### config.mk
export PLATFORM = sky130hd
export DESIGN_NAME = pfc_host
export DESIGN_NICKNAME = d
export VERILOG_FILES = /design/src/pfc_pkg.sv /design/src/pfc_cycle.sv /design/src/pfc_host.sv
export SDC_FILE = /design/constraint.sdc
export NUM_CORES = 1
export LEC_CHECK = 0
export ABC_CLOCK_PERIOD_IN_PS = 4800
export BUFFER_PORTS_ARGS = -buffer_cell sky130_fd_sc_hd__buf_2
export CORE_MARGIN = 2
export CORE_UTILIZATION = 25
export DETAILED_ROUTE_END_ITERATION = 6
export HOLD_SLACK_MARGIN = 0.02
export MAX_ROUTING_LAYER = met4
export PLACE_DENSITY = 0.52
export SYNTH_ARGS = -nofsm -noshare
export SYNTH_HDL_FRONTEND = slang
export SYNTH_SLANG_ARGS = --single-unit
### constraint.sdc
create_clock -name clock -period 4.8 [get_ports clock]
set_clock_uncertainty 0.05 [all_clocks]
set_input_delay 0.96 -clock clock [delete_from_list [all_inputs] [get_ports clock]]
set_output_delay 0.96 -clock clock [all_outputs]
set_load 0.1 [all_outputs]
### src/pfc_pkg.sv
// Package for the parallel flash host controller: register map, codes, timing
package pfc_pkg;
  localparam int CLK_HZ = 40_000_000;
  localparam int CLK_NS = 25;
  // Bus timing of one flash cycle, in ns, rounded up to clocks
  localparam int T_STROBE_NS = 50;
  localparam int T_SETUP_NS = 25;
  localparam int T_READ_NS = 75;
  localparam int STROBE_CYC = (T_STROBE_NS + CLK_NS - 1) / CLK_NS;
  localparam int SETUP_CYC = (T_SETUP_NS + CLK_NS - 1) / CLK_NS;
  localparam int READ_CYC = (T_READ_NS + CLK_NS - 1) / CLK_NS;
  localparam int TIMER_W = 4;
  // Longest byte program, and the poll budget for programs and erases (polls)
  localparam int PROG_MAX_US = 20;
  localparam int PROG_MAX_CYC = PROG_MAX_US * (CLK_HZ / 1_000_000);
  localparam int POLL_LIMIT = 32'h0100_0000;
  // Register offsets (byte addresses)
  localparam logic [7:0] REG_CTRL = 8'h00;
  localparam logic [7:0] REG_ADDR = 8'h04;
  localparam logic [7:0] REG_DATA = 8'h08;
  localparam logic [7:0] REG_STAT = 8'h0c;
  localparam logic [7:0] REG_RDATA = 8'h10;
  // Control field: start bit and operation code
  localparam int CTRL_START = 8;
  localparam int CTRL_OP_LSB = 0;
  localparam int CTRL_OP_W = 3;
  // Status field positions
  localparam int STAT_BUSY = 0;
  localparam int STAT_DONE = 1;
  localparam int STAT_FAIL = 2;
  localparam int STAT_ID = 3;
  // Flash command addresses and codes
  localparam logic [18:0] A_UNLOCK1 = 19'h05555;
  localparam logic [18:0] A_UNLOCK2 = 19'h02aaa;
  localparam logic [7:0] D_UNLOCK1 = 8'haa;
  localparam logic [7:0] D_UNLOCK2 = 8'h55;
  localparam logic [7:0] C_PROGRAM = 8'ha0;
  localparam logic [7:0] C_ERASE = 8'h80;
  localparam logic [7:0] C_SECTOR = 8'h30;
  localparam logic [7:0] C_CHIP = 8'h10;
  localparam logic [7:0] C_ID_ENTRY = 8'h90;
  localparam logic [7:0] C_ID_EXIT = 8'hf0;
  localparam int SECTOR_LSB = 12;
  localparam int POLL_BIT = 7;
  localparam int FLIP_BIT = 6;
  localparam int REREADS = 2;
  typedef enum logic [2:0] {
    OP_READ, OP_PROGRAM, OP_SECTOR, OP_CHIP, OP_ID_ENTRY, OP_ID_EXIT
  } pfc_op_e;
  // Pin bundle toward the flash
  typedef struct packed {
    logic ce_n;
    logic oe_n;
    logic we_n;
    logic [18:0] addr;
    logic [7:0] dq_out;
    logic dq_oe_n;
  } pfc_pins_s;
  // One flash bus cycle request
  typedef struct packed {
    logic write;
    logic [18:0] addr;
    logic [7:0] data;
  } pfc_cyc_s;
endpackage : pfc_pkg

### src/pfc_cycle.sv
// One flash bus cycle: write strobe or read sample on the parallel pins
`timescale 1ns/1ps
module pfc_cycle (
  input wire logic clock,
  input wire logic arst_n,
  input wire logic req_valid,
  output logic req_ready,
  input pfc_pkg::pfc_cyc_s req,
  output logic done,
  output logic [7:0] rdata,
  output pfc_pkg::pfc_pins_s pins,
  input wire logic [7:0] dq_in
);
  typedef enum {CY_IDLE, CY_SETUP, CY_STROBE, CY_HOLD} pfc_cy_e;
  pfc_cy_e state;
  logic [pfc_pkg::TIMER_W-1:0] timer;
  logic [7:0] dq_s1;
  logic [7:0] dq_s2;
  logic wr;

  assign req_ready = (state == CY_IDLE);

  // Pin data is asynchronous to our clock; two flops before use
  always_ff @(posedge clock or negedge arst_n) begin
    if (!arst_n) begin
      dq_s1 <= 8'h00;
      dq_s2 <= 8'h00;
    end else begin
      dq_s1 <= dq_in;
      dq_s2 <= dq_s1;
    end
  end

  // Sequencer: address settles, then strobe, then release with data still held
  always_ff @(posedge clock or negedge arst_n) begin
    if (!arst_n) begin
      state <= CY_IDLE;
      timer <= '0;
      wr <= 1'b0;
      done <= 1'b0;
      rdata <= 8'h00;
      pins <= '{ce_n: 1'b1, oe_n: 1'b1, we_n: 1'b1, addr: 19'h00000,
                dq_out: 8'h00, dq_oe_n: 1'b1};
    end else begin
      done <= 1'b0;
      case (state)
        CY_IDLE: begin
          if (req_valid) begin
            wr <= req.write;
            pins.addr <= req.addr;
            pins.dq_out <= req.data;
            pins.ce_n <= 1'b0;
            // OE stays high during writes so the flash does not inhibit them
            pins.dq_oe_n <= !req.write;
            timer <= pfc_pkg::TIMER_W'(pfc_pkg::SETUP_CYC);
            state <= CY_SETUP;
          end
        end
        CY_SETUP: begin
          if (timer > 1) begin
            timer <= timer - 1'b1;
          end else begin
            // Address latched at the falling WE edge, CE already low
            pins.we_n <= !wr;
            pins.oe_n <= wr;
            timer <= pfc_pkg::TIMER_W'(wr ? pfc_pkg::STROBE_CYC : pfc_pkg::READ_CYC);
            state <= CY_STROBE;
          end
        end
        CY_STROBE: begin
          // Strobe held 50 ns, far beyond the glitch filter
          if (timer > 1) begin
            timer <= timer - 1'b1;
          end else begin
            pins.we_n <= 1'b1;
            pins.oe_n <= 1'b1;
            if (!wr) begin
              rdata <= dq_s2;
            end
            state <= CY_HOLD;
          end
        end
        CY_HOLD: begin
          // Data held one cycle past the rising WE so the latch sees it
          pins.ce_n <= 1'b1;
          pins.dq_oe_n <= 1'b1;
          done <= 1'b1;
          state <= CY_IDLE;
        end
        default: state <= CY_IDLE;
      endcase
    end
  end

  a_write_no_oe: assert property (@(posedge clock) disable iff (!arst_n)
    !pins.we_n |-> pins.oe_n && !pins.ce_n)
    else $error("write strobe with output enable low");
  a_drive_not_read: assert property (@(posedge clock) disable iff (!arst_n)
    !pins.oe_n |-> pins.dq_oe_n)
    else $error("host drives bus while flash outputs");
  a_strobe_width: assert property (@(posedge clock) disable iff (!arst_n)
    $fell(pins.we_n) |-> !pins.we_n [*2])
    else $error("write strobe too short");
  a_data_hold: assert property (@(posedge clock) disable iff (!arst_n)
    $rose(pins.we_n) |-> !pins.dq_oe_n && $stable(pins.dq_out))
    else $error("data released at strobe rise");
endmodule : pfc_cycle

### src/pfc_host.sv
// Host controller for a byte-wide parallel flash, commanded over APB
`timescale 1ns/1ps
//////////////////////////////////////////////////////////////////////////////
module pfc_host #(
  parameter int POLL_MAX = pfc_pkg::POLL_LIMIT
) (
  input wire logic clock,
  input wire logic arst_n,
  input wire logic psel,
  input wire logic penable,
  input wire logic pwrite,
  input wire logic [7:0] paddr,
  input wire logic [31:0] pwdata,
  output logic [31:0] prdata,
  output logic pready,
  output logic pslverr,
  output pfc_pkg::pfc_pins_s pins,
  input wire logic [7:0] dq_in
);
  // Refuse a poll budget that could never let an operation finish
  if (POLL_MAX < 1) begin : g_bad_poll
    $error("poll budget must be positive");
  end

  typedef enum {ST_IDLE, ST_SEQ, ST_POLL, ST_CHECK, ST_FIN} pfc_st_e;
  pfc_st_e state;
  pfc_pkg::pfc_op_e op;
  logic [18:0] tgt_addr;
  logic [7:0] tgt_data;
  logic busy, done_flag, fail_flag, id_mode;
  logic [7:0] read_data;
  logic [2:0] step;
  logic [1:0] recheck;
  logic [7:0] prev_rd;
  logic have_prev;
  logic [31:0] poll_cnt;
  logic cyc_valid, cyc_ready, cyc_done;
  pfc_pkg::pfc_cyc_s cyc_req;
  logic [7:0] cyc_rdata;
  logic issued;

  // Sequence length for each operation
  function automatic logic [2:0] seq_len(input pfc_pkg::pfc_op_e o);
    case (o)
      pfc_pkg::OP_PROGRAM: seq_len = 3'd4;
      pfc_pkg::OP_SECTOR, pfc_pkg::OP_CHIP: seq_len = 3'd6;
      pfc_pkg::OP_ID_ENTRY, pfc_pkg::OP_ID_EXIT: seq_len = 3'd3;
      default: seq_len = 3'd1;
    endcase
  endfunction : seq_len

  // The n-th bus cycle of an operation; steps 0,1 and, for erases, 3,4 are unlock pairs
  function automatic pfc_pkg::pfc_cyc_s seq_cyc(input pfc_pkg::pfc_op_e o,
      input logic [2:0] s, input logic [18:0] a, input logic [7:0] d);
    pfc_pkg::pfc_cyc_s c;
    c = '{write: 1'b1, addr: pfc_pkg::A_UNLOCK1, data: pfc_pkg::D_UNLOCK1};
    if (s == 3'd1 || s == 3'd4) begin
      c.addr = pfc_pkg::A_UNLOCK2;
      c.data = pfc_pkg::D_UNLOCK2;
    end else if (s == 3'd2) begin
      case (o)
        pfc_pkg::OP_PROGRAM: c.data = pfc_pkg::C_PROGRAM;
        pfc_pkg::OP_SECTOR, pfc_pkg::OP_CHIP: c.data = pfc_pkg::C_ERASE;
        pfc_pkg::OP_ID_ENTRY: c.data = pfc_pkg::C_ID_ENTRY;
        default: c.data = pfc_pkg::C_ID_EXIT;
      endcase
    end else if (s == 3'd3 && o == pfc_pkg::OP_PROGRAM) begin
      c.addr = a;
      c.data = d;
    end else if (s == 3'd5) begin
      if (o == pfc_pkg::OP_SECTOR) begin
        // Only the sector lines matter; the low twelve bits are cleared
        c.addr = {a[18:pfc_pkg::SECTOR_LSB], 12'h000};
        c.data = pfc_pkg::C_SECTOR;
      end else begin
        c.data = pfc_pkg::C_CHIP;
      end
    end
    if (o == pfc_pkg::OP_READ) begin
      c = '{write: 1'b0, addr: a, data: 8'h00};
    end
    return c;
  endfunction : seq_cyc

  // Is this read the finished value? Program: bit seven true; erase: one
  function automatic logic poll_ok(input pfc_pkg::pfc_op_e o, input logic [7:0] r,
      input logic [7:0] d);
    if (o == pfc_pkg::OP_PROGRAM) begin
      poll_ok = (r[pfc_pkg::POLL_BIT] == d[pfc_pkg::POLL_BIT]);
    end else begin
      poll_ok = r[pfc_pkg::POLL_BIT];
    end
  endfunction : poll_ok

  pfc_cycle u_cycle (
    .clock(clock),
    .arst_n(arst_n),
    .req_valid(cyc_valid),
    .req_ready(cyc_ready),
    .req(cyc_req),
    .done(cyc_done),
    .rdata(cyc_rdata),
    .pins(pins),
    .dq_in(dq_in)
  );

  //////////////////////////////////////////////////////////////////////////
  // APB slave: zero wait states, errors on unmapped addresses
  assign pready = 1'b1;
  wire apb_wr = psel && penable && pwrite;
  wire start = apb_wr && paddr == pfc_pkg::REG_CTRL && pwdata[pfc_pkg::CTRL_START];

  logic [31:0] next_prdata;

  always_comb begin
    pslverr = 1'b0;
    next_prdata = 32'h0000_0000;
    case (paddr)
      pfc_pkg::REG_CTRL: next_prdata = {29'h0, op};
      pfc_pkg::REG_ADDR: next_prdata = {13'h0, tgt_addr};
      pfc_pkg::REG_DATA: next_prdata = {24'h0, tgt_data};
      pfc_pkg::REG_STAT: next_prdata = {28'h0, id_mode, fail_flag, done_flag, busy};
      pfc_pkg::REG_RDATA: next_prdata = {24'h0, read_data};
      default: pslverr = psel && penable;
    endcase
  end

  // Read word captured in the setup cycle: prdata comes from a flop, still zero wait
  always_ff @(posedge clock or negedge arst_n) begin
    if (!arst_n) begin
      prdata <= 32'h0000_0000;
    end else if (psel && !penable) begin
      prdata <= next_prdata;
    end
  end

  // Target address and data; frozen while busy so the sequence stays whole
  always_ff @(posedge clock or negedge arst_n) begin
    if (!arst_n) begin
      tgt_addr <= 19'h00000;
      tgt_data <= 8'h00;
    end else if (apb_wr && !busy) begin
      if (paddr == pfc_pkg::REG_ADDR) tgt_addr <= pwdata[18:0];
      if (paddr == pfc_pkg::REG_DATA) tgt_data <= pwdata[7:0];
    end
  end

  //////////////////////////////////////////////////////////////////////////
  // Issue one bus cycle per step; request held until taken
  assign cyc_req = (state == ST_SEQ) ? seq_cyc(op, step, tgt_addr, tgt_data)
                 : pfc_pkg::pfc_cyc_s'{write: 1'b0, addr: tgt_addr, data: 8'h00};
  assign cyc_valid = !issued && (state == ST_SEQ || state == ST_POLL || state == ST_CHECK);

  always_ff @(posedge clock or negedge arst_n) begin
    if (!arst_n) begin
      issued <= 1'b0;
    end else if (cyc_done) begin
      issued <= 1'b0;
    end else if (cyc_valid && cyc_ready) begin
      issued <= 1'b1;
    end
  end

  // Operation sequencer
  always_ff @(posedge clock or negedge arst_n) begin
    if (!arst_n) begin
      state <= ST_IDLE;
      op <= pfc_pkg::OP_READ;
      busy <= 1'b0;
      done_flag <= 1'b0;
      fail_flag <= 1'b0;
      id_mode <= 1'b0;
      step <= 3'd0;
      recheck <= 2'd0;
      poll_cnt <= 32'h0;
      read_data <= 8'h00;
      prev_rd <= 8'h00;
      have_prev <= 1'b0;
    end else begin
      case (state)
        ST_IDLE: begin
          // New orders only once the last one has been confirmed finished or its poll budget ran out
          if (start) begin
            op <= pfc_pkg::pfc_op_e'(pwdata[pfc_pkg::CTRL_OP_LSB +: pfc_pkg::CTRL_OP_W]);
            busy <= 1'b1;
            done_flag <= 1'b0;
            fail_flag <= 1'b0;
            step <= 3'd0;
            state <= ST_SEQ;
          end
        end
        ST_SEQ: begin
          if (cyc_done) begin
            if (op == pfc_pkg::OP_READ) begin
              read_data <= cyc_rdata;
              state <= ST_FIN;
            end else if (step == seq_len(op) - 3'd1) begin
              if (op == pfc_pkg::OP_ID_ENTRY) id_mode <= 1'b1;
              if (op == pfc_pkg::OP_ID_EXIT) id_mode <= 1'b0;
              poll_cnt <= 32'h0;
              have_prev <= 1'b0;
              recheck <= 2'd0;
              // ID commands start no internal operation
              state <= (op == pfc_pkg::OP_ID_ENTRY || op == pfc_pkg::OP_ID_EXIT)
                       ? ST_FIN : ST_POLL;
            end else begin
              step <= step + 3'd1;
            end
          end
        end
        ST_POLL: begin
          if (cyc_done) begin
            poll_cnt <= poll_cnt + 32'h1;
            prev_rd <= cyc_rdata;
            have_prev <= 1'b1;
            // Done when bit seven says so and bit six stopped flipping
            if (poll_ok(op, cyc_rdata, tgt_data) && have_prev &&
                prev_rd[pfc_pkg::FLIP_BIT] == cyc_rdata[pfc_pkg::FLIP_BIT]) begin
              recheck <= 2'd0;
              state <= ST_CHECK;
            end else if (poll_cnt >= POLL_MAX) begin
              fail_flag <= 1'b1;
              state <= ST_FIN;
            end
          end
        end
        ST_CHECK: begin
          // Completion may race the read; demand two more clean reads
          if (cyc_done) begin
            read_data <= cyc_rdata;
            if (!poll_ok(op, cyc_rdata, tgt_data)) begin
              state <= ST_POLL;
            end else if (recheck == 2'(pfc_pkg::REREADS - 1)) begin
              state <= ST_FIN;
            end else begin
              recheck <= recheck + 2'd1;
            end
          end
        end
        ST_FIN: begin
          busy <= 1'b0;
          done_flag <= 1'b1;
          state <= ST_IDLE;
        end
        default: state <= ST_IDLE;
      endcase
    end
  end

  a_busy_ignores: assert property (@(posedge clock) disable iff (!arst_n)
    busy && start |=> $stable(op))
    else $error("command taken while busy");
  a_check_rereads: assert property (@(posedge clock) disable iff (!arst_n)
    state == ST_CHECK && $past(state) == ST_POLL |-> recheck == 2'd0)
    else $error("reread count not reset");
  a_fin_from_poll: assert property (@(posedge clock) disable iff (!arst_n)
    $rose(done_flag) && !fail_flag && (op == pfc_pkg::OP_PROGRAM) |->
      read_data[pfc_pkg::POLL_BIT] == tgt_data[pfc_pkg::POLL_BIT])
    else $error("program finished on complemented data");
  a_sector_addr: assert property (@(posedge clock) disable iff (!arst_n)
    state == ST_SEQ && op == pfc_pkg::OP_SECTOR && step == 3'd5 |->
      cyc_req.data == pfc_pkg::C_SECTOR && cyc_req.addr[11:0] == 12'h000)
    else $error("bad sector erase cycle");
  a_unlock_first: assert property (@(posedge clock) disable iff (!arst_n)
    state == ST_SEQ && op != pfc_pkg::OP_READ && step == 3'd0 |->
      cyc_req.addr == pfc_pkg::A_UNLOCK1 && cyc_req.data == pfc_pkg::D_UNLOCK1)
    else $error("sequence without unlock");
  a_chip_last: assert property (@(posedge clock) disable iff (!arst_n)
    state == ST_SEQ && op == pfc_pkg::OP_CHIP && step == 3'd5 |->
      cyc_req.addr == pfc_pkg::A_UNLOCK1 && cyc_req.data == pfc_pkg::C_CHIP)
    else $error("bad chip erase cycle");
  a_prog_fourth: assert property (@(posedge clock) disable iff (!arst_n)
    state == ST_SEQ && op == pfc_pkg::OP_PROGRAM && step == 3'd3 |->
      cyc_req.addr == tgt_addr && cyc_req.data == tgt_data)
    else $error("bad program data cycle");
  a_idle_not_busy: assert property (@(posedge clock) disable iff (!arst_n)
    state == ST_FIN |=> !busy && done_flag)
    else $error("finish did not clear busy");

  c_program: cover property (@(posedge clock) disable iff (!arst_n)
    op == pfc_pkg::OP_PROGRAM && $rose(done_flag));
  c_sector: cover property (@(posedge clock) disable iff (!arst_n)
    op == pfc_pkg::OP_SECTOR && $rose(done_flag));
  c_id_mode: cover property (@(posedge clock) disable iff (!arst_n) $rose(id_mode));
  c_recheck_fail: cover property (@(posedge clock) disable iff (!arst_n)
    state == ST_CHECK ##1 state == ST_POLL);
endmodule : pfc_host

**Yosys cells after proc, flatten, opt, wreduce, memory -nomap -nowiden**

Index checks and enable logic that the tools add are counted.

- Word-level logic and storage cells: 233
- Output and inout bits: 65
- Input port bits: 53
- Bits in registers: 245

- Magnitude comparators: 2
- Eq/ne operators: 48
- Reductions and logical operators: 57
- Bitwise operators: 3
- Add/sub/neg operators: 5
- Mux-type cells: 89

Operators by type and width:

| cell | number |
|---|---|
| 32-bit two-way mux | 17 |
| 32-bit by 2-bit equality test with 1-bit output, second input constant | 5 |
| 32-bit one-hot mux with 4 select lines | 1 |
| 32-bit by 3-bit equality test with 1-bit output, second input constant | 3 |
| 32-bit zero test | 3 |
| 32-bit one-hot mux with 3 select lines | 1 |
| 19-bit one-hot mux with 5 select lines | 1 |
| 27-bit two-way mux | 3 |
| 32-bit by 1-bit equality test with 1-bit output, second input constant | 2 |
| 32-bit one-hot mux with 2 select lines | 1 |
| 28-bit two-way mux | 2 |
| 19-bit two-way mux | 2 |
| 32-bit by 1-bit adder with 32-bit output, second input constant | 1 |
| 32-bit by 25-bit >= comparator with 1-bit output, second input constant | 1 |
| 8-bit two-way mux | 4 |
| 2-bit inequality test, second input constant | 13 |
| 3-bit two-way mux | 8 |
| 1-bit two-way mux | 22 |
| 7-bit one-hot mux with 3 select lines | 1 |
| 2-bit two-way mux | 10 |
| 5-bit AND reduction | 4 |
| 2-bit nonzero test | 9 |
| 8-bit by 4-bit equality test with 1-bit output, second input constant | 2 |
| 8-bit one-hot mux with 2 select lines | 1 |
| 37 further kinds | 87 |

**Logic depth before layout (Yosys ltp)**

Gate-level depths: netlist (run 1).

- Depth in word-level cells: 12
- Depth in mapped cells: 9
- Mapped depth without buffers: 7

**By module**

A second synthesis (run 1) with hierarchy kept.

- Cells, all modules: 762
- Area total of the unflattened synthesis: 8165.3 um2

Modules (own cells, without submodules):

| module | seq. area each (um2) | area each (um2) | instances | cells each |
|---|---|---|---|---|
| pfc_host | 2602.5 | 5690.5 | 1 | 597 |
| pfc_cycle | 1581.5 | 2474.9 | 1 | 165 |

**Worst setup path after synthesis (run 1)**

Ideal clock, no wire load.

- Kind: input to output
- From: input paddr[3]
- To: output pslverr
- Slack: 0.897 ns
- Data required time: 3.790 ns
- Path buffers: 1
- Stages on the path: 3
- Arrival: 2.893 ns
- Path through: buf_1 -> o21ai_0 -> a21oi_1

- Word-level cells in the longest chain between the ends: 3
- Elaborated cells on any way between the ends: 7

RTL lines:

| what | RTL line | RTL |
|---|---|---|
| start: declaration | pfc_host.sv:12 | `input wire logic [7:0] paddr,` |
| 8-bit by 3-bit equality test with 1-bit output (tied with other cells) | pfc_host.sv:118 | `case (paddr)` |
| 5-bit OR reduction (no source line) (*) | - |  |
| 1-bit two-way mux (*) | pfc_host.sv:118 |  |
| end: declaration | pfc_host.sv:16 | `output logic pslverr,` |

Every way passes the cells marked *; elsewhere a longest branch is shown, timed or not.

**Final worst setup path (run 1)**

- From: register op[1]
- To: register poll_cnt[29]

- Word-level cells in the longest chain between the ends: 10
- Elaborated cells on any way between the ends: 17

RTL lines:

| what | RTL line | RTL |
|---|---|---|
| start: declaration | pfc_host.sv:27 | `pfc_pkg::pfc_op_e op;` |
| start signal: assignment | pfc_host.sv:168 | `op <= pfc_pkg::OP_READ;` |
| start signal: assignment | pfc_host.sv:184 | `op <= pfc_pkg::pfc_op_e'(pwdata[pfc_pkg::CTRL_OP_LSB +: pfc_pkg::CTRL_OP_W]);` |
| 3-bit equality test or 3-bit by 2-bit equality test with 1-bit output (tied branches) | pfc_host.sv:44 | `case (o)` |
| 2-bit OR reduction | pfc_host.sv:44 |  |
| 3-bit one-hot mux with 3 select lines | pfc_host.sv:44 |  |
| 3-bit two-way mux | pfc_host.sv:194 | `if (op == pfc_pkg::OP_READ) begin` |
| 3-bit two-way mux | pfc_host.sv:193 | `if (cyc_done) begin` |
| 3-bit two-way mux | pfc_host.sv:180 | `case (state)` |
| 3-bit by 1-bit subtractor with 3-bit output | pfc_host.sv:197 | `end else if (step == seq_len(op) - 3'd1) begin` |
| 3-bit equality test | pfc_host.sv:197 |  |
| 2-bit inequality test (no source line) | - |  |
| 5-bit AND reduction (no source line) (*) | - |  |
| end signal: assignment | pfc_host.sv:213 | `poll_cnt <= poll_cnt + 32'h1;` |
| end: declaration | pfc_host.sv:36 | `logic [31:0] poll_cnt;` |

Every way passes the cells marked *; elsewhere a longest branch is shown, timed or not. The select of a mux whose other input is x is not followed.
A chain may end at the register's enable or synchronous reset.

==> results of run 1 <==
final cells by class:
| class | count | area [um^2] |
|---|---|---|
| tap | 402 | 503 |
| timing repair buffer | 96 | 502 |
| multi-input combinational | 533 | 3560 |
| sequential | 167 | 4180 |
| inverter | 25 | 93.8 |
| clock buffer | 17 | 425 |
| fill | 3263 | 22100 |
| clock inverter | 15 | 168 |
stage by stage:
| step | area, um^2 | worst slack (ps) | instances | hold WS (ps) | utilization, % |
|---|---|---|---|---|---|
| 2_1_floorplan | 8070 | 897 | 769 | 281 | - |
| 3_3_place_gp | 8840 | 1570 | 1223 | 289 | 28.0 |
| 3_5_place_dp | 8840 | 1520 | 1223 | 286 | 28.0 |
| 4_1_cts | 9430 | 1490 | 1255 | 302 | 29.9 |
| 5_1_grt | 9430 | 1230 | 1255 | 310 | 29.9 |
| 6_report | 9430 | 1600 | 1255 | 300 | 29.9 |
state kept, by name, summed over array words and instances (netlist names), 2 cells and up:
signal         count
state              3
tgt_addr          19
u_cycle.rdata      8
u_cycle.state      2
poll_cnt          32
u_cycle.timer      4
tgt_data           8
op                 3
u_cycle.dq_s1      8
step               3
u_cycle.pins      31
u_cycle.dq_s2      8
recheck            2
read_data          8
prdata            19
power by group:
part | total (uW) | leakage (uW) | internal (uW) | switching [uW]
registers | 1740 | 0.00221 | 1590 | 153
clock network | 1390 | 0.000284 | 779 | 614
logic | 1260 | 0.00179 | 369 | 895
total | 4400 | 0.00428 | 2740 | 1660
logic make-up (layout without fill, tap and decap cells):
| logic type | after synthesis | in the layout |
|---|---|---|
| other cells | 2 | 14 |
| xor+xnor | 14 | 14 |
| flops | 167 | 167 |
| fa+ha+maj | 18 | 18 |
| buf+inv | 69 | 153 |
| simple gates | 260 | 260 |
| mux | 64 | 64 |
| compound gates | 163 | 163 |
worst max-delay path by stage:
stage | endpoint | cells past startpoint | slack (ps) | from
3_5_place_dp | poll_cnt[29] | 7 | 1520 | op[1]
5_1_grt | poll_cnt[29] | 7 | 1230 | op[1]
6_report | poll_cnt[29] | 7 | 1600 | op[1]
3_3_place_gp | poll_cnt[29] | 7 | 1570 | op[1]
4_1_cts | poll_cnt[29] | 7 | 1490 | op[1]
2_1_floorplan | pslverr | 3 | 900 | paddr[3]
cells in the final DEF (no fill, tap or decap), drive strengths merged, types with 5 or more instances in the layout:
cell / netlist / layout
mux2i: 15 / 15
xnor2: 5 / 5
ha: 18 / 18
nand3: 32 / 32
a31oi: 9 / 9
nand2: 82 / 82
o31ai: 12 / 12
mux2: 49 / 49
a22o: 15 / 15
xor2: 9 / 9
o21ai: 55 / 55
a21oi: 27 / 27
inv: 25 / 31
and3: 11 / 11
nor2b: 7 / 7
nor4: 11 / 11
nand2b: 8 / 8
conb: 2 / 14
nand4: 13 / 13
nor3: 7 / 7
clkbuf: 19 / 17
o211ai: 7 / 7
dfrtp: 163 / 163
buf: 25 / 96
a22oi: 5 / 5
nor2: 59 / 59
metal layers:
layer	up-vias	wire [um]
met4	0	306
li1	2867	-
met1	2857	9840
met3	18	671
met2	109	8450
met5	-	0
worst register-to-register path, stage by stage, from the launching register on:
cell       delay, ps
dfrtp_1          670
inv_1            210
ha_1             320
nor4b_2          270
mux2i_1          210
a2111oi_4        840
nor2_1           140
a221o_1          370
==> results_dict.tcl, run 1 <==
set metrics [dict create \
    slew_viol_final 0 \
    yosys-top-cells-count "dfrtp_1, nand2_1, nor2_1" \
    die_y_um 183 \
    crit_family "compound AO/OA/AOI/OAI gates" \
    worstReg2RegStart "op[1]" \
    synth_fa_ha_area_share_pct 2.81 \
    grt.total_usage_pct 12.3 \
    ant_nets 0 \
    grt_max_degree 106 \
    reg2reg_slack_ps 1600 \
    cts_tree "built" \
    vias 5851 \
    post_drt_via_cell_ratio 4.66 \
    slew_headroom_pct 31.9 \
    ys_top_cells_by_area "dfrtp_1, mux2_2, nand2_1" \
    synth_edf_count 0 \
    reg2reg_to "poll_cnt[29]" \
    ctsHoldBuffers 0 \
    fin_nets 911 \
    setup_viol 0 \
    layout-drive-gt1-share_pct 23.4 \
    fp.dieW_um 183 \
    synth_top_family_by_area "simple AND/OR/NAND/NOR gates" \
    grt.met1_usage_pct 17.5 \
    cp_slowest_cell "a2111oi_4" \
    rsz0062_at_grt "no" \
    cts_buffers 17 \
    cp.arrival_ps 3460 \
    synth_top_area_share_pct 50.9 \
    maxCapViolCount 0 \
    grt.busiest_layer "met2" \
    io_buffer_count 90 \
    worst_hold_path.num_cells 0 \
    routed_wl_um 19300 \
    htree_levels 4 \
    core_area_mm2 0.0316 \
    pin_count 118 \
    numClockSinks 167 \
    synth.mux.area_fraction_pct 8.75 \
    start_kind "register" \
    drt-initial-drc-count 329 \
    leakagePower_uw 0.00428 \
    area_growth_pct 17.6 \
    synth_top_area_cell "dfrtp_1" \
    finalSetupTns_ps 0 \
    yosysMostFrequentCell "dfrtp_1" \
    clk_pin_slew_ps 70 \
    crit_required_ps 5060 \
    holdPathEnd "u_cycle.dq_s2[3]" \
    period_minus_slack_ps 3200 \
    start_util_pct 25.4 \
    path_max_fanout 15 \
    clock.fmax_mhz 312 \
    use_met3_pct 2.26 \
    peakVddDrop_mv 0.249 \
    clockBufferDepth 2 \
    grt_pass1_vias 5876 \
    cp_num_buf_inv 1 \
    ys_dominant_reg_cell "dfrtp_1" \
    post-route-period-util_pct 66.7 \
    hold_path.class "reg -> reg" \
    synth_seq_cells 167 \
    status "finished, final reports clean" \
    clk_latency_ps 430 \
    gp_congestion 0.821 \
    antenna_found_initial 0 \
    power_per_cell_area_mw_per_mm2 466 \
    cts_resized 0 \
    yosysUniqueCellTypes 73 \
    cp_cell_sequence "inv_1 -> ha_1 -> nor4b_2 -> mux2i_1 -> a2111oi_4 -> nor2_1 -> a221o_1" \
    cts_setup_buffers 0 \
    drc_errors 0 \
    dp_hpwl_um 13700 \
    wire_per_inst_um 15.4 \
    yosys.area_share.simple_pct 16.7 \
    synthXorXnorAreaFrac_pct 1.62 \
    worst_pin_slew_ps 1020 \
    first_pass_iters 5 \
    die_area_mm2 0.0335 \
    yosysWarnings 0 \
    hold_violations 0 \
    use_met2_pct 17.9 \
    antennaDiodeCount 0 \
    grt_overflow 0 \
    total_power_uw 4400 \
    async_flop_share_pct 100 \
    syn_inst 757 \
    synth_compound_area_share_pct 13.8 \
    hold_start "u_cycle.dq_s1[3]" \
    worstSetupPathType "reg -> reg" \
    cp-end-kind "register" \
    synth_area_per_cell_um2 10.6 \
    synth_area_mm2 0.00802 \
    ff2ff_path_depth 7 \
    critPathMaxStageDelay_ps 840 \
    grt_first_pass_wirelength_um 31800 \
    yosysSeqAreaShare_pct 52.2 \
    clockRootBuffer "clkbuf_16" \
    num_rows 65 \
]
(Power assumes the default switching activity.)
==> run 2, diff against run 1 <==
Settings changed: ABC_AREA set to 1, ABC_CLOCK_PERIOD_IN_PS 4800 to 3200.
Clock period 4.8 ns to 3.2 ns, I/O delays scaled along.
==> results_dict.tcl, run 2 <==
set metrics [dict create \
    async_flop_share_pct 100 \
    antenna_found_initial 1 \
    first_pass_iters 5 \
    synth_area_per_cell_um2 7.99 \
    gp_congestion 0.845 \
    synth_top_area_share_pct 47.0 \
    grt_max_degree 62 \
    setup_viol 0 \
    synth_top_area_cell "dfrtp_1" \
    fin_nets 1248 \
    drt-initial-drc-count 486 \
    yosysUniqueCellTypes 53 \
    slew_headroom_pct 51.3 \
    path_max_fanout 3 \
    seq_area_mm2 0.00418 \
    power_per_cell_area_mw_per_mm2 825 \
    fp.dieW_um 190 \
    regMostFlops "poll_cnt" \
    largest_reg_flops 32 \
    die_area_mm2 0.0362 \
    yosysSeqAreaShare_pct 48.2 \
    cts_buffers 17 \
    core_area_mm2 0.0344 \
    hold_violations 0 \
    numClockSinks 167 \
    rsz0062_at_grt "no" \
    grt.total_usage_pct 12.6 \
    synth_seq_cells 167 \
    layout-drive-gt1-share_pct 16.2 \
    io_buffer_count 90 \
    worstSetupPathType "in -> out" \
    clockBufferDepth 2 \
    synthXorXnorAreaFrac_pct 0.303 \
    syn_inst 1086 \
    num_rows 68 \
    cts_tree "built" \
    synth_fa_ha_area_share_pct 2.59 \
    ctsHoldBuffers 0 \
    clockRootBuffer "clkbuf_16" \
    hold_slack_ps 120 \
    maxCapViolCount 0 \
    period_minus_slack_ps 2600 \
    clock.fmax_mhz 385 \
    htree_levels 4 \
    start_kind "input port" \
    finalSetupTns_ps 0 \
    fin_cells 1646 \
    synth.mux.area_fraction_pct 0.259 \
    worst_pin_slew_ps 730 \
    post_drt_via_cell_ratio 4.35 \
    routed_wl_um 21400 \
    cp.arrival_ps 1910 \
    slew_viol_final 0 \
    hold_path.class "in -> async" \
    dp_cells 1613 \
    dp_hpwl_um 15900 \
    multi_input_area_mm2 0.00379 \
    pin_count 118 \
    postLayoutCoreUtil_pct 29.8 \
    grt_first_pass_wirelength_um 35300 \
    synth_top_family_by_area "simple AND/OR/NAND/NOR gates" \
    total_power_uw 8440 \
    synth_compound_area_share_pct 9.66 \
    cts_setup_buffers 0 \
    area_growth_pct 17.9 \
    yosysWarnings 0 \
    fillers 3722 \
    clk_latency_ps 440 \
    grt_overflow 0 \
    yosys.area_share.simple_pct 30.1 \
    grt_pass1_vias 6873 \
    wire_per_inst_um 13.0 \
    cp-end-kind "output port" \
    yosys-top-cells-count "nand2_1, dfrtp_1, inv_1" \
    clk_pin_slew_ps 80 \
    start_util_pct 25.3 \
    largest_registers "poll_cnt x32, u_cycle.pins x31" \
    yosysMostFrequentCell "nand2_1" \
    ant_nets 0 \
    peakVddDrop_mv 0.444 \
    layout_common_cells "nand2_1, dfrtp_1, inv_1" \
    synth_area_mm2 0.00868 \
    drc_errors 0 \
    leakagePower_uw 0.00510 \
    final_common_cell "nand2_1" \
    cts_resized 0 \
    status "finished, final reports clean" \
    post-route-period-util_pct 81.2 \
    crit_required_ps 2510 \
    ys_top_cells_by_area "dfrtp_1, nand2_1, inv_1" \
    die_y_um 190 \
    synth_edf_count 0 \
    vias 7158 \
    ys_dominant_reg_cell "dfrtp_1" \
]
## run 2: cell types whose count changed after synthesis, sizes merged, moves of 14 or more
| cell | change |
|---|---|
| a22o | -15 |
| inv | +111 |
| mux2 | -47 |
| mux2i | -15 |
| nand2 | +237 |
| nand3 | +47 |
| nor2 | +67 |
| nor3 | +14 |
| o21ai | +29 |
## run 2: per-layer routing
metal	GRT usage [%]	wire (um)	vias up
li1	-	-	3640
met1	17.4	10800	3367
met2	19.0	9560	132
met3	1.99	776	19
met4	3.46	280	0
met5	-	0	-
## run 2: layout make-up
class | instances | area share (%)
diodes | 1 | 0.0245
clock buffers | 17 | 4.16
clock inverters | 15 | 2.09
inverters | 138 | 5.15
multi-input cells | 758 | 37.1
flip-flops and latches | 167 | 40.9
well taps | 455 | 5.56
repair buffers | 95 | 5.07
## run 2: logic make-up (layout without fill, tap and decap cells)
kind of cell	count (synthesis)	after routing
AO/OA/AOI/OAI	146	146
AND/OR/NAND/NOR	575	575
XOR/XNOR	3	3
buffers and inverters	173	265
flip-flops	167	167
adder cells (fa/ha/maj)	18	18
other	2	15
multiplexers	2	2
## run 2: power by group
part | total, uW | switching (uW) | internal [uW]
Clock | 2150 | 1060 | 1090
Combinational | 3510 | 2750 | 766
Sequential | 2780 | 273 | 2500
## run 2: path summary, 6_finish.rpt
| check | slack, ps | start | endpoint | cells past startpoint |
|---|---|---|---|---|
| max | 600 | paddr[4] | pslverr | 8 |
| min | 120 | arst_n | u_cycle.dq_s1[6] | 1 |
| max reg2reg | 890 | op[1] | poll_cnt[5] | 10 |
| min reg2reg | 300 | u_cycle.dq_s1[7] | u_cycle.dq_s2[7] | 0 |
| max in group asynchronous | 2250 | arst_n | state[1] | 2 |
| min in group clock | 260 | dq_in[1] | u_cycle.dq_s1[1] | 1 |
## run 2: critical path: stages
cell and delay (ps):
buf_2 90, inv_1 70, nand3_2 150, inv_1 90, nand2_1 130, nand2_1 120, nor4_4 140, buf_2 470
## run 2: stage by stage
| stage | setup WS [ps] | area (um^2) |
|---|---|---|
| after CTS | 627 | 10200 |
| final | 601 | 10200 |
| after detailed placement | 637 | 9590 |
| after global routing | 493 | 10200 |
| after global placement | 624 | 9590 |
| after floorplan | 367 | 8740 |
==> run 3, diff against run 2 <==
Settings changed: ABC_CLOCK_PERIOD_IN_PS 3200 to 2580.
Clock period 3.2 ns to 2.58 ns, I/O delays scaled along.
==> results_dict.tcl, run 3 (synthesis results as in run 2) <==
set metrics [dict create \
    status "finished, final reports clean" \
    critPathMaxStageDelay_ps 230 \
    worstSetupPathType "in -> out" \
    seq_area_mm2 0.00418 \
    fillers 3765 \
    setup_ws_ps 373 \
    regMostFlops "poll_cnt" \
    reg2reg_slack_ps 460 \
    cts_tree "built" \
    finalSetupTns_ps 0 \
    io_buffer_count 90 \
    slew_headroom_pct 63.1 \
    worst_pin_slew_ps 553 \
    leakagePower_uw 0.00512 \
    setup_viol 0 \
    final_common_cell "nand2_1" \
    antenna_found_initial 2 \
    fin_nets 1257 \
    drt-initial-drc-count 561 \
    post-route-period-util_pct 85.5 \
    start_util_pct 25.3 \
    cp.depth 8 \
    die_y_um 190 \
    vias 7156 \
    grt.total_usage_pct 12.9 \
    preCtsSetupSlack_ps 358 \
    num_rows 68 \
    crit_family "simple AND/OR/NAND/NOR gates" \
    numClockSinks 167 \
    ff2ff_path_depth 13 \
    crit_start "paddr[1]" \
    hold_path.class "in -> reg" \
    grt_first_pass_wirelength_um 36500 \
    routed_wl_um 21500 \
    cts_resized 0 \
    multi_input_area_mm2 0.00380 \
    total_power_uw 10300 \
    hold_violations 0 \
    cp_cell_sequence "buf_2 -> nor2_4 -> inv_1 -> nor3_2 -> nand2_2 -> nand2_2 -> nor4_4 -> buf_12" \
    cts_buffers 17 \
    largest_reg_flops 32 \
    cp-end-kind "output port" \
    first_pass_iters 5 \
    path_max_fanout 8 \
    cp_num_buf_inv 3 \
    htree_levels 4 \
    gp_congestion 0.874 \
    clk_pin_slew_ps 70 \
    clockBufferDepth 2 \
    clockRootBuffer "clkbuf_16" \
    clock.fmax_mhz 453 \
    period_minus_slack_ps 2210 \
    start_kind "input port" \
    worstReg2RegStart "op[1]" \
    ctsHoldBuffers 1 \
    wire_per_inst_um 13.0 \
    die_area_mm2 0.0362 \
    fp.dieW_um 190 \
    dp_hpwl_um 16300 \
    ant_nets 0 \
    post_drt_via_cell_ratio 4.32 \
    pin_count 118 \
    cts_setup_buffers 0 \
    slew_viol_final 0 \
    layout-drive-gt1-share_pct 16.9 \
    grt_max_degree 51 \
    power_per_cell_area_mw_per_mm2 1010 \
    largest_registers "poll_cnt x32, u_cycle.pins x31" \
    hold_slack_ps 137 \
    crit_required_ps 2010 \
    worstSetupEndpoint "pslverr" \
    cp.arrival_ps 1640 \
    rsz0062_at_grt "no" \
    core_area_mm2 0.0344 \
    grt_pass1_vias 7126 \
    drc_errors 0 \
    cp_slowest_cell "nor2_4" \
    layout_common_cells "nand2_1, dfrtp_1, inv_1" \
    peakVddDrop_mv 0.470 \
    cpMostUsedCell "nand2_2" \
    grt_overflow 0 \
    reg2reg_to "poll_cnt[19]" \
    postLayoutCoreUtil_pct 29.8 \
    clk_latency_ps 440 \
    maxCapViolCount 0 \
    area_growth_pct 18.2 \
]
-- run 3: area by class of cell --
cell class	instances	share of cell area (%)
inverters	138	5.13
repair buffers	104	5.89
well taps	455	5.55
diodes	2	0.0488
clock inverters	14	1.33
clock buffers	18	4.18
flip-flops and latches	167	40.8
multi-input cells	758	37.1
-- run 3: per-layer routing --
metal  vias up  wire [um]  track usage, %
met1      3382      10900            17.9
li1       3646          -               -
met3        16        692            1.88
met4         0        189            3.40
met5         -          0               -
met2       112       9670            19.7
-- run 3: worst min path at each step --
stage	end	slack [ps]	depth (start not counted)	startpoint
2_1_floorplan	busy	170	0	arst_n
3_3_place_gp	u_cycle.dq_s2[7]	280	0	u_cycle.dq_s1[7]
3_5_place_dp	u_cycle.dq_s2[3]	280	0	u_cycle.dq_s1[3]
4_1_cts	u_cycle.dq_s1[2]	120	1	dq_in[2]
5_1_grt	u_cycle.dq_s1[7]	120	1	dq_in[7]
6_report	u_cycle.dq_s1[4]	140	1	dq_in[4]
-- run 3: power by group --
group / switching (uW) / total (uW) / internal (uW)
clock network: 1200 / 2480 / 1280
logic: 3410 / 4410 / 995
registers: 340 / 3450 / 3110
-- run 3: worst register-to-register path: stages, from the launching register on --
cell and delay, ps:
dfrtp_1 470, inv_2 120, ha_1 350, inv_1 70, nand2_1 50, nand3_1 70, nand2_1 50, inv_1 90
nand2_1 60, nor2_1 150, nand3_1 100, buf_4 230, nand3_1 100, nand2_1 60
-- run 3: stage by stage --
step	area, um^2	instances
global route	10300	1656
global placement	9680	1621
floorplan	8750	1098
finish	10300	1656
detailed placement	9680	1621
CTS	10300	1654
